===== src/common/sld_pkg.sv =====
// Constants shared by the serial latched driver logic
`default_nettype none
package sld_pkg;
    localparam int WIDTH = 12;
    localparam int SYNC_STAGES = 2;
    localparam logic [11:0] RESET_VALUE = 12'h000;
    localparam int LAST_STAGE = WIDTH - 1;
    localparam int BUF_DEPTH = 2;
endpackage
`default_nettype wire


===== src/core/sld_buf.sv =====
// Two-entry buffer carrying captured serial bits into the shift register
`default_nettype none
module sld_buf (
    input wire logic clk,
    input wire logic resetn,
    input wire logic in_valid,
    output logic in_ready,
    input wire logic in_data,
    output logic out_valid,
    input wire logic out_ready,
    output logic out_data
);
    logic [1:0] mem;
    logic [1:0] count;
    logic rd_ptr;
    logic wr_ptr;
    logic do_wr;
    logic do_rd;

    assign in_ready = (count != 2'h2);
    assign out_valid = (count != 2'h0);
    assign out_data = mem[rd_ptr];
    assign do_wr = in_valid && in_ready;
    assign do_rd = out_valid && out_ready;

    always_ff @(posedge clk) begin
        if (do_wr) begin
            mem[wr_ptr] <= in_data;
        end
    end

    always_ff @(posedge clk) begin
        if (!resetn) begin
            count <= 2'h0;
            rd_ptr <= 1'b0;
            wr_ptr <= 1'b0;
        end else begin
            if (do_wr) begin
                wr_ptr <= ~wr_ptr;
            end
            if (do_rd) begin
                rd_ptr <= ~rd_ptr;
            end
            if (do_wr && !do_rd) begin
                count <= count + 2'h1;
            end else if (do_rd && !do_wr) begin
                count <= count - 2'h1;
            end
        end
    end
endmodule
`default_nettype wire


===== src/core/sld_core.sv =====
// Serial-input latched driver: shift register, strobe latches, blanking
`default_nettype none
module sld_core (
    input wire logic CLK,
    input wire logic RESETN,
    input wire logic SHIFT_CLK,
    input wire logic SERIAL_IN,
    input wire logic LATCH_STROBE,
    input wire logic OUTPUT_BLANK,
    output logic SERIAL_OUT,
    output logic [11:0] DRIVE_OUT,
    output logic OVERRUN
);
    logic [1:0] sclk_sync;
    logic [1:0] sin_sync;
    logic [1:0] strobe_sync;
    logic [1:0] blank_sync;
    logic sclk_prev;
    logic sclk_rise;
    logic [11:0] shift_reg;
    logic [11:0] latch_reg;
    logic buf_in_ready;
    logic buf_out_valid;
    logic buf_out_data;
    logic next_sclk_prev;
    logic next_overrun;
    logic [11:0] next_shift_reg;
    logic [11:0] next_latch_reg;
    logic [11:0] next_drive_out;
    logic next_serial_out;

    // Shift clock synchroniser; only the edge detector reads its second stage
    always_ff @(posedge CLK) begin
        if (!RESETN) begin
            sclk_sync <= 2'h0;
        end else begin
            sclk_sync <= {sclk_sync[0], SHIFT_CLK};
        end
    end

    // Data takes the same two stages so it stays aligned with the detected edge
    always_ff @(posedge CLK) begin
        if (!RESETN) begin
            sin_sync <= 2'h0;
        end else begin
            sin_sync <= {sin_sync[0], SERIAL_IN};
        end
    end

    always_ff @(posedge CLK) begin
        if (!RESETN) begin
            strobe_sync <= 2'h0;
        end else begin
            strobe_sync <= {strobe_sync[0], LATCH_STROBE};
        end
    end

    // Resets high so the outputs stay off for the first cycles after reset
    always_ff @(posedge CLK) begin
        if (!RESETN) begin
            blank_sync <= 2'h3;
        end else begin
            blank_sync <= {blank_sync[0], OUTPUT_BLANK};
        end
    end

    // Idle level of the shift clock is low, so no false edge follows reset
    always_comb begin
        next_sclk_prev = sclk_sync[1];
    end

    always_ff @(posedge CLK) begin
        if (!RESETN) begin
            sclk_prev <= 1'b0;
        end else begin
            sclk_prev <= next_sclk_prev;
        end
    end

    // Data delay matches clock delay, so the bit captured is the one set up before the edge
    assign sclk_rise = sclk_sync[1] && !sclk_prev;

    sld_buf u_buf (
        .clk(CLK),
        .resetn(RESETN),
        .in_valid(sclk_rise),
        .in_ready(buf_in_ready),
        .in_data(sin_sync[1]),
        .out_valid(buf_out_valid),
        .out_ready(1'b1),
        .out_data(buf_out_data)
    );

    // Move every stage one place toward the cascade end; the new bit enters stage zero
    function automatic logic [11:0] shift_in(input logic [11:0] stages, input logic bit_in);
        return {stages[sld_pkg::LAST_STAGE-1:0], bit_in};
    endfunction

    // Outputs forced low while blanked, otherwise a copy of the latches
    function automatic logic [11:0] gate_outputs(input logic [11:0] latches, input logic blanked);
        if (blanked) begin
            return 12'h000;
        end
        return latches;
    endfunction

    // Flags an edge arriving while the buffer is full; cannot occur when drain never stalls
    always_comb begin
        next_overrun = OVERRUN;
        if (sclk_rise && !buf_in_ready) begin
            next_overrun = 1'b1;
        end
    end

    always_ff @(posedge CLK) begin
        if (!RESETN) begin
            OVERRUN <= 1'b0;
        end else begin
            OVERRUN <= next_overrun;
        end
    end

    // A bit leaving the buffer advances the chain by one stage
    always_comb begin
        next_shift_reg = shift_reg;
        if (buf_out_valid) begin
            next_shift_reg = shift_in(shift_reg, buf_out_data);
        end
    end

    always_ff @(posedge CLK) begin
        if (!RESETN) begin
            shift_reg <= sld_pkg::RESET_VALUE;
        end else begin
            shift_reg <= next_shift_reg;
        end
    end

    // Blanking is not an input here, so it cannot touch the latches
    always_comb begin
        next_latch_reg = latch_reg;
        if (strobe_sync[1]) begin
            next_latch_reg = shift_reg;
        end
    end

    always_ff @(posedge CLK) begin
        if (!RESETN) begin
            latch_reg <= sld_pkg::RESET_VALUE;
        end else begin
            latch_reg <= next_latch_reg;
        end
    end

    always_comb begin
        next_drive_out = gate_outputs(latch_reg, blank_sync[1]);
    end

    always_ff @(posedge CLK) begin
        if (!RESETN) begin
            DRIVE_OUT <= sld_pkg::RESET_VALUE;
        end else begin
            DRIVE_OUT <= next_drive_out;
        end
    end

    // Cascade output for a following device on the same clock and strobe
    always_comb begin
        next_serial_out = shift_reg[sld_pkg::LAST_STAGE];
    end

    always_ff @(posedge CLK) begin
        if (!RESETN) begin
            SERIAL_OUT <= 1'b0;
        end else begin
            SERIAL_OUT <= next_serial_out;
        end
    end
endmodule
`default_nettype wire


===== config.mk =====
export PLATFORM = sky130hd
export DESIGN_NAME = sld_core
export DESIGN_NICKNAME = d
export VERILOG_FILES = /design/src/common/sld_pkg.sv /design/src/core/sld_buf.sv /design/src/core/sld_core.sv
export SDC_FILE = /design/constraint.sdc
export NUM_CORES = 1
export LEC_CHECK = 0
export ABC_AREA = 1
export BUFFER_PORTS_ARGS = -buffer_cell sky130_fd_sc_hd__buf_2
export CAP_MARGIN = 10
export CORE_MARGIN = 10
export CORE_UTILIZATION = 35
export DETAILED_ROUTE_END_ITERATION = 16
export GPL_ROUTABILITY_DRIVEN = 0
export MAX_ROUTING_LAYER = met4
export PLACE_DENSITY_LB_ADDON = 0.12
export RECOVER_POWER = 25
export SYNTH_ARGS = -nofsm -noshare
export SYNTH_HDL_FRONTEND = slang
export SYNTH_HIERARCHICAL = 1
export SYNTH_SLANG_ARGS = --single-unit

===== constraint.sdc =====
create_clock -name CLK -period 1.45 [get_ports CLK]
set_input_delay 0.29 -clock CLK [delete_from_list [all_inputs] [get_ports CLK]]
set_output_delay 0.29 -clock CLK [all_outputs]
set_load 0.02 [all_outputs]

-- After elaboration in Yosys (flattened, before gate mapping)
Index checks and enable logic that the tools add are counted.
- register bits after elaboration: 53
- output and inout port bits: 14
- word-level logic and storage cells: 44
- $add $sub $neg: 2
- $lt $le $gt $ge: 3
- equality and inequality tests: 1
- multiplexer cells: 10
- bitwise gates (word level): 2
- reduce and logical (&&, ||, !) cells: 12
- operators by type and width (kind ; number):
    $mux 12 ; 2
    $logic_and 1x1->1 ; 6
    $logic_not 1->1 ; 4
    $lt 1x2->1 const B ; 2
    $mux 1 ; 4
    $mux 2 ; 2
    $reduce_bool 2->1 ; 2
    $add 2x1->2 const B ; 1
    $bwmux 2 ; 1
    $ne 2x2->1 const B ; 1
    $not 1->1 ; 2
    $sub 2x1->2 const B ; 1
    $demux 1 s1 ; 1
    $ge 1x1->1 const B ; 1

-- Logic depth before layout (Yosys ltp)
Gate-level depths: netlist of run 1.
- depth in word-level cells: 7
- depth in mapped cells: 11
- gate-level depth less buffers: 11

-- By module
The synthesis of run 1 kept the hierarchy.
- by module, submodules not included (module ; instances ; cells an instance ; area an instance (um^2) ; seq. area each (um^2)):
    sld_core ; 1 ; 181 ; 1520.2 ; 940.9
    sld_buf ; 1 ; 39 ; 315.3 ; 140.1

-- Worst setup path before layout of run 1
OpenSTA, ideal clock, no wires.
- path type: register to register
- from: register u_buf.count[1]
- to: register u_buf.count[1]
- arrival: 1186 ps
- slack: 200 ps
- stages on the path, launching flop included: 10
- path buffers: 0
- clock period less this slack: 1250 ps
- cells stage by stage: dfxtp_1 inv_2 nand2_2 nand2_2 ha_1 inv_1 nand3_1 nand2_1 inv_1 nor2_1
- elaborated cells between the ends (all ways): 12
- RTL lines (element ; RTL line ; RTL):
    from (decl) ; sld_buf.sv:14 ; logic [1:0] count;
    from (signal assigned) ; sld_buf.sv:45 ; count <= count + 2'h1;
    from (signal assigned) ; sld_buf.sv:47 ; count <= count - 2'h1;
    $reduce_bool 2->1 * ; sld_buf.sv:21 ; assign out_valid = (count != 2'h0);
    named net buf_out_valid ; sld_core.sv:23 ; logic buf_out_valid;
    $logic_not 1->1 ; sld_buf.sv:44 ; if (do_wr && !do_rd) begin
    $logic_and 1x1->1 ; sld_buf.sv:44 ;
    $mux 2 / $reduce_bool 2->1 (equally long branches) ; - ;
Mark *: on every way through the listed nets, which the timed path passes. The rest lies on a longest branch. The select of a mux whose other input is x is not followed.
A chain may end at the register's enable or synchronous reset.

-- Final worst setup path of run 1
- from: register u_buf.count[0]
- to: register u_buf.count[1]
- cells in the longest elaborated chain, start to end: 5
- elaborated cells between the ends (all ways): 12
- RTL lines (element ; RTL line ; RTL):
    $ne 2x2->1 * ; sld_buf.sv:20 ; assign in_ready = (count != 2'h2);
    named net buf_in_ready ; sld_core.sv:22 ; logic buf_in_ready;
    $logic_and 1x1->1 * ; sld_buf.sv:23 ; assign do_wr = in_valid && in_ready;
    $logic_not 1->1 ; sld_buf.sv:46 ; end else if (do_rd && !do_wr) begin
    $logic_and 1x1->1 ; sld_buf.sv:46 ;
    $reduce_bool 2->1 (no line) ; - ;
Marked as above.

==> out/results.txt, run 1 <==
status: finished, final reports clean
Rows: 26
slowest CP cell: dfxtp_2
Critical Path End Type: register
CP required: 1690 ps
Final Util: 0.411
Area growth syn-to-layout: 14.2%
I/O pin count: 20
DR iter-0 viols: 32
Hold Path Sink: sclk_sync[0]
Final Hold Violating Endpoints: 0
max-cap viol count: 0
R2R depth: 10
Initial Util: 0.359
dpl cell area: 0.00201 mm2
Post-Layout Cell Count: 314
clock skew: 10.8 ps
Yosys warnings: 6
final worst path period need: 1290 ps
H-Tree Depth: 2
die area: 0.00854 mm2
Core Area: 0.00511 mm2
Setup Slack @ Placement: 126 ps
die width: 92.4 um
worst hold path depth: 3
Crit path buffers/inverters: 4
Tot Pwr: 2.98 mW
final setup margin: 163 ps
Syn Inst Count: 220
register bit total from synthesis: 53
routed len/inst: 9.79 um
Post-DP HPWL: 2.12 mm
Slew @ Worst Pin: 639 ps
later-pin clock latency in the skew report: 300 ps
Seq/Total Area, Yosys: 0.589
RSZ-0062 raised after global routing: no
Inserted Diodes: 0
Rel. slew slack: 0.574
Final nets: 250
total CTS buffers: 5
combined area of the multi-input logic cells: 587 um2
antenna violations before repair: 0
Setup CP Type: reg2reg
Synth Area per Inst: 8.34 um2
fin. max-slew vios: 0
clk buf depth: 2
GRT Total Usage: 0.0824
design area: 0.00210 mm2
Post-Route WL: 3.07 mm
CP Launch Type: register
fmax: 777 MHz
vias per cell: 4.16
number of port buffers: 19
Hold/Removal Path Class: in2reg
cell area after synthesis: 0.00184 mm2
Stages on worst setup path: 10
Clock transition at path regs: 100 ps
DRC Markers: 0
Critical Path AT: 1530 ps
number of global-route vias before repair: 1309
first-pass GRT wire length: 5.64 mm
reg2reg start: u_buf/count[0]
maximum fanout along the worst path: 4
setup slack, reg-to-reg: 160 ps
post-route clock period utilization: 0.888
Netlist cell types: 23
Worst VDD drop: 0.559 mV
dpl cells: 306
router iterations before antenna repair: 4
clk root buf: clkbuf_8
die span in y: 92.4 um
CTS tree: built
Worst path top cell family by delay: flip-flops
leakage: 0.988 nW
share of post-route cells with drive strength above 1: 0.225
Fin Hold WS: 162 ps
CP cell instances: inv_2 -> nand2_4 -> nand2_4 -> clkinv_2 -> ha_1 -> inv_2 -> nand3_1 -> nand2_1 -> inv_1 -> nor2_1
area taken by flip-flops and latches: 0.00108 mm2
antenna viol nets, final: 0
Pwr Density: 1420 mW/mm2
Final setup viols: 0
TritonCTS Sinks: 53
final setup TNS: 0 ps
routed via count: 1307
r2r endpoint: u_buf/count[1]
Hold Path Origin: SHIFT_CLK
fillers: 564
hold buffer count at cts: 0
pin count of the biggest net entering global routing: 20
Post-CTS Setup Repair Bufs: 0
global route overflow: 0
post-CTS sizing: 0
CP max stage delay: 350 ps
## logic make-up after synthesis
| kind of cell | count (synthesis) | share of synthesized area |
|---|---|---|
| AO/OA/AOI/OAI | 30 | 0.0838 |
| adder cells (fa/ha/maj) | 1 | 0.00682 |
| flip-flops | 53 | 0.589 |
| buffers and inverters | 43 | 0.0934 |
| AND/OR/NAND/NOR | 92 | 0.225 |
| other | 1 | 0.00204 |
## Yosys cell counts
cell type / number / area, um2
or2_4: 1 / 8.76
edfxtp_1: 2 / 60.1
nand2_2: 3 / 18.8
inv_2: 3 / 11.3
clkinv_2: 1 / 5.00
o21ai_2: 1 / 8.76
nand3_1: 2 / 10.0
ha_1: 1 / 12.5
o21ai_1: 1 / 5.00
nor2_2: 12 / 75.1
o21ai_0: 25 / 125
or2_2: 2 / 12.5
nand2_4: 2 / 22.5
dfxtp_1: 51 / 1020
nand2_1: 14 / 52.6
nor2_1: 55 / 206
buf_6: 1 / 11.3
nand4_1: 1 / 6.26
conb_1: 1 / 3.75
buf_2: 1 / 5.00
clkbuf_1: 6 / 22.5
inv_1: 31 / 116
a21oi_1: 3 / 15.0
## where the power goes
group | internal (mW) | leakage (nW) | total, mW | switching (mW)
Sequential | 1.62 | 0.436 | 1.73 | 0.108
Clock | 0.345 | 0.0456 | 0.812 | 0.467
Combinational | 0.157 | 0.506 | 0.436 | 0.279
## layout make-up
class	instances	share of cell area
sequential	53	0.517
multi-input combinational	125	0.280
inverter	35	0.0632
timing repair buffer	23	0.0573
tap	70	0.0418
clock buffer	6	0.0346
clock inverter	2	0.00656
## how the worst max path moves through the flow
stage                        start             end  slack (ps)
finish              u_buf/count[0]  u_buf/count[1]         160
global placement    u_buf/count[1]  u_buf/count[1]         160
global route        u_buf/count[0]  u_buf/count[1]          30
CTS                   sclk_sync[1]  u_buf/count[1]         110
floorplan           u_buf/count[1]  u_buf/count[1]         200
detailed placement    sclk_sync[1]  u_buf/count[1]         130
## per-layer routing
| layer | share of wire | up-vias | wire (um) | track usage |
|---|---|---|---|---|
| met2 | 0.47 | 18 | 1440 | 0.140 |
| li1 | - | 702 | - | - |
| met4 | 0.017 | 0 | 52 | 0.0347 |
| met1 | 0.46 | 581 | 1430 | 0.0824 |
| met3 | 0.051 | 6 | 156 | 0.0331 |
| met5 | 0 | - | 0 | - |
## worst register-to-register path, cell delays in order (launching register included)
cell	delay, ps
dfxtp_2	350
inv_2	90
nand2_4	60
nand2_4	70
clkinv_2	60
ha_1	280
inv_2	70
nand3_1	70
nand2_1	60
inv_1	30
nor2_1	80
## layout by cell type, fill, tap and decap left out, types with 3 or more instances in the layout
master	instances
o21ai_0	25
nor2_2	13
buf_4	3
nand2_1	14
clkbuf_8	5
inv_1	31
inv_2	3
nand2_2	3
nor2_1	54
clkbuf_1	3
a21oi_1	3
dfxtp_1	49
buf_2	18
(Power assumes the default switching activity.)
==> run 2, diff against run 1 <==
ABC_AREA = not set   (was 1)
==> out/results.txt, run 2 <==
status: complete, but fails checks
violated checks: setup timing
maximum fanout along the worst path: 4 (unchanged)
Synth async-reset ratio: 0 (unchanged)
first-pass GRT wire length: 5.30 mm (-6.1%)
clk buf depth: 2 (unchanged)
final setup margin: -45.1 ps (-208 ps)
die width: 92.4 um (about the same)
max-cap viol count: 0 (unchanged)
worst setup path end: u_buf/count[1]
met2 usage: 0.129 (-0.0112)
share of post-route cells with drive strength above 1: 0.249 (+0.0232)
Seq/Total Area, Yosys: 0.590 (+0.000804)
fmax: 669 MHz (-14%)
antenna viol nets, final: 0 (unchanged)
M3 GR Usage: 0.0307 (-0.00242)
I/O pin count: 20 (unchanged)
total CTS buffers: 5 (unchanged)
antenna violations before repair: 0 (unchanged)
CTS tree: built
Critical Path AT: 1720 ps (+190 ps)
worst hold path depth: 2 (-1)
global route overflow: 0 (unchanged)
leakage: 0.857 nW (-13%)
Setup CP Type: reg2reg
Synth Area per Inst: 11.9 um2 (+43%)
dpl cells: 243 (-21%)
Core Area: 0.00511 mm2 (unchanged)
CP required: 1680 ps (about the same)
routed len/inst: 11.7 um (+19%)
EDFF count, synth: 2 (unchanged)
Yosys top cell area share: 0.557 (+0.000759)
final worst path period need: 1500 ps (+208 ps)
ranking of synthesized cells by area: dfxtp_1, mux2i_1, nor2b_1, and2_1, edfxtp_1
clock skew: 7.89 ps (-2.95 ps)
Clock transition at path regs: 80 ps (-20 ps)
grt met1 use: 0.0853 (+0.00287)
Netlist cell types: 27 (+17%)
TritonCTS Sinks: 53 (unchanged)
later-pin clock latency in the skew report: 300 ps (about the same)
DRC Markers: 0 (unchanged)
register bit total from synthesis: 53 (unchanged)
Worst VDD drop: 1.06 mV (+90%)
H-Tree Depth: 2 (unchanged)
r2r endpoint: u_buf/count[1]
Final Hold Violating Endpoints: 0 (unchanged)
leading cell type in the layout, fill and taps excluded: dfxtp_1
cell area after synthesis: 0.00183 mm2 (-0.14%)
setup slack, reg-to-reg: -50 ps (-210 ps)
routed via count: 1044 (-20%)
number of port buffers: 19 (unchanged)
GRT busiest layer: met2
GRT Total Usage: 0.0799 (-0.00241)
commonest cells after routing, fill and taps aside: dfxtp_1, mux2i_1, nor2b_1
Initial Util: 0.359 (-0.000490)
Post-Route WL: 2.93 mm (-4.6%)
die area: 0.00853 mm2 (about the same)
Post-Layout Cell Count: 251 (-20%)
top post-synthesis cells by count: dfxtp_1, nor2b_1, mux2i_1
CP startpoint: u_buf/count[0]
Final setup viols: 1 (+1)
clk root buf: clkbuf_8
DR iter-0 viols: 44 (+38%)
Mapped Nets: 161
number of global-route vias before repair: 1113 (-15%)
fillers: 506 (-10%)
Inserted Diodes: 0 (unchanged)
R2R depth: 6 (-4)
Rows: 26 (unchanged)
hold buffer count at cts: 0 (unchanged)
Syn Inst Count: 154 (-30%)
Critical Path End Type: register
fin. max-slew vios: 0 (unchanged)
pin count of the biggest net entering global routing: 26 (+30%)
CP Launch Type: register
Yosys warnings: 6 (unchanged)
most instantiated library cell after synthesis: dfxtp_1
Final nets: 188 (-25%)
Post-DP HPWL: 1.97 mm (-7.0%)
Hold/Removal Path Class: in2reg
die span in y: 92.4 um (about the same)
RSZ-0062 raised after global routing: yes
router iterations before antenna repair: 4 (unchanged)
reg2reg start: u_buf/count[0]
vias per cell: 4.16 (about the same)
Fin Hold WS: 176 ps (+13.7 ps)
post-route clock period utilization: 1.03 (+0.143)
Tot Pwr: 2.98 mW (-0.14%)
Pwr Density: 1390 mW/mm2 (-2.3%)
Post-synth top flop: dfxtp_1
biggest area consumer among synthesized cells: dfxtp_1
Area growth syn-to-layout: 16.9%
==> run 2: changes by cell type in the layout (fill, tap and decap cells not counted), sizes merged, moves of 3 or more <==
cell | before | now
o21ai | 27 | 2
buf | 21 | 25
inv | 35 | 3
nor2 | 67 | 2
nand2 | 19 | 0
and2 | 0 | 21
mux2i | 0 | 24
xor2 | 0 | 3
nor2b | 0 | 25
==> run 2: final cells by class <==
type	count	area, um2	share of cell area
clock buffer	6	82.6	0.0385
clock inverter	1	6.26	0.00292
inverter	2	7.51	0.00350
multi-input combinational	93	728	0.340
sequential	53	1090	0.507
tap	70	87.6	0.0409
timing repair buffer	26	145	0.0677
==> run 2: logic make-up after synthesis <==
group | Yosys count | synth area share
simple gates | 57 | 0.199
flops | 53 | 0.590
mux | 25 | 0.137
buf+inv | 8 | 0.0307
compound gates | 6 | 0.0205
xor+xnor | 3 | 0.0143
fa+ha+maj | 1 | 0.00682
other cells | 1 | 0.00205
==> run 2: timing repair <==
action | in CTS | in global routing
resized for setup | 5 | 4
setup endpoints to repair | 1 | 1
pin swaps | 1 | 0
buffers inserted | 1 | 0
==> run 2: metrics by stage <==
| stage | setup WS (ps) | utilization | instance area [um2] | setup TNS [ps] |
|---|---|---|---|---|
| after floorplan | 9.69 | - | 1850 | 0 |
| after global placement | 10.2 | 0.396 | 2020 | 0 |
| after detailed placement | -70.7 | 0.396 | 2020 | -70.7 |
| after CTS | -4.55 | 0.417 | 2130 | -4.55 |
| after global routing | -85.9 | 0.420 | 2140 | -85.9 |
| final | -45.1 | 0.420 | 2140 | -45.1 |
==> run 2: per-layer routing <==
metal | part of all wire | up-vias
met5 | 0 | -
met4 | 0.024 | 0
met3 | 0.049 | 7
met2 | 0.48 | 19
met1 | 0.44 | 468
li1 | - | 550
==> run 2: worst max-delay path: stages (launching register included) <==
cell and delay [ps]:
dfxtp_4 360, nand2b_4 140, and2_4 160, ha_4 150, xor2_2 140, or3_1 330
a21oi_2 140
==> run 2: worst min path at each step <==
stage	start	endpoint	slack, ps
6_report	OUTPUT_BLANK	blank_sync[0]	180
5_1_grt	OUTPUT_BLANK	blank_sync[0]	160
4_1_cts	OUTPUT_BLANK	blank_sync[0]	160
3_5_place_dp	blank_sync[0]	blank_sync[1]	390
3_3_place_gp	blank_sync[0]	blank_sync[1]	390
2_1_floorplan	RESETN	blank_sync[0]	360
==> run 2: power breakdown <==
group / total [mW] / internal (mW) / switching (mW)
clock: 0.828 / 0.379 / 0.449
sequential: 1.60 / 1.54 / 0.0600
combinational: 0.549 / 0.287 / 0.262
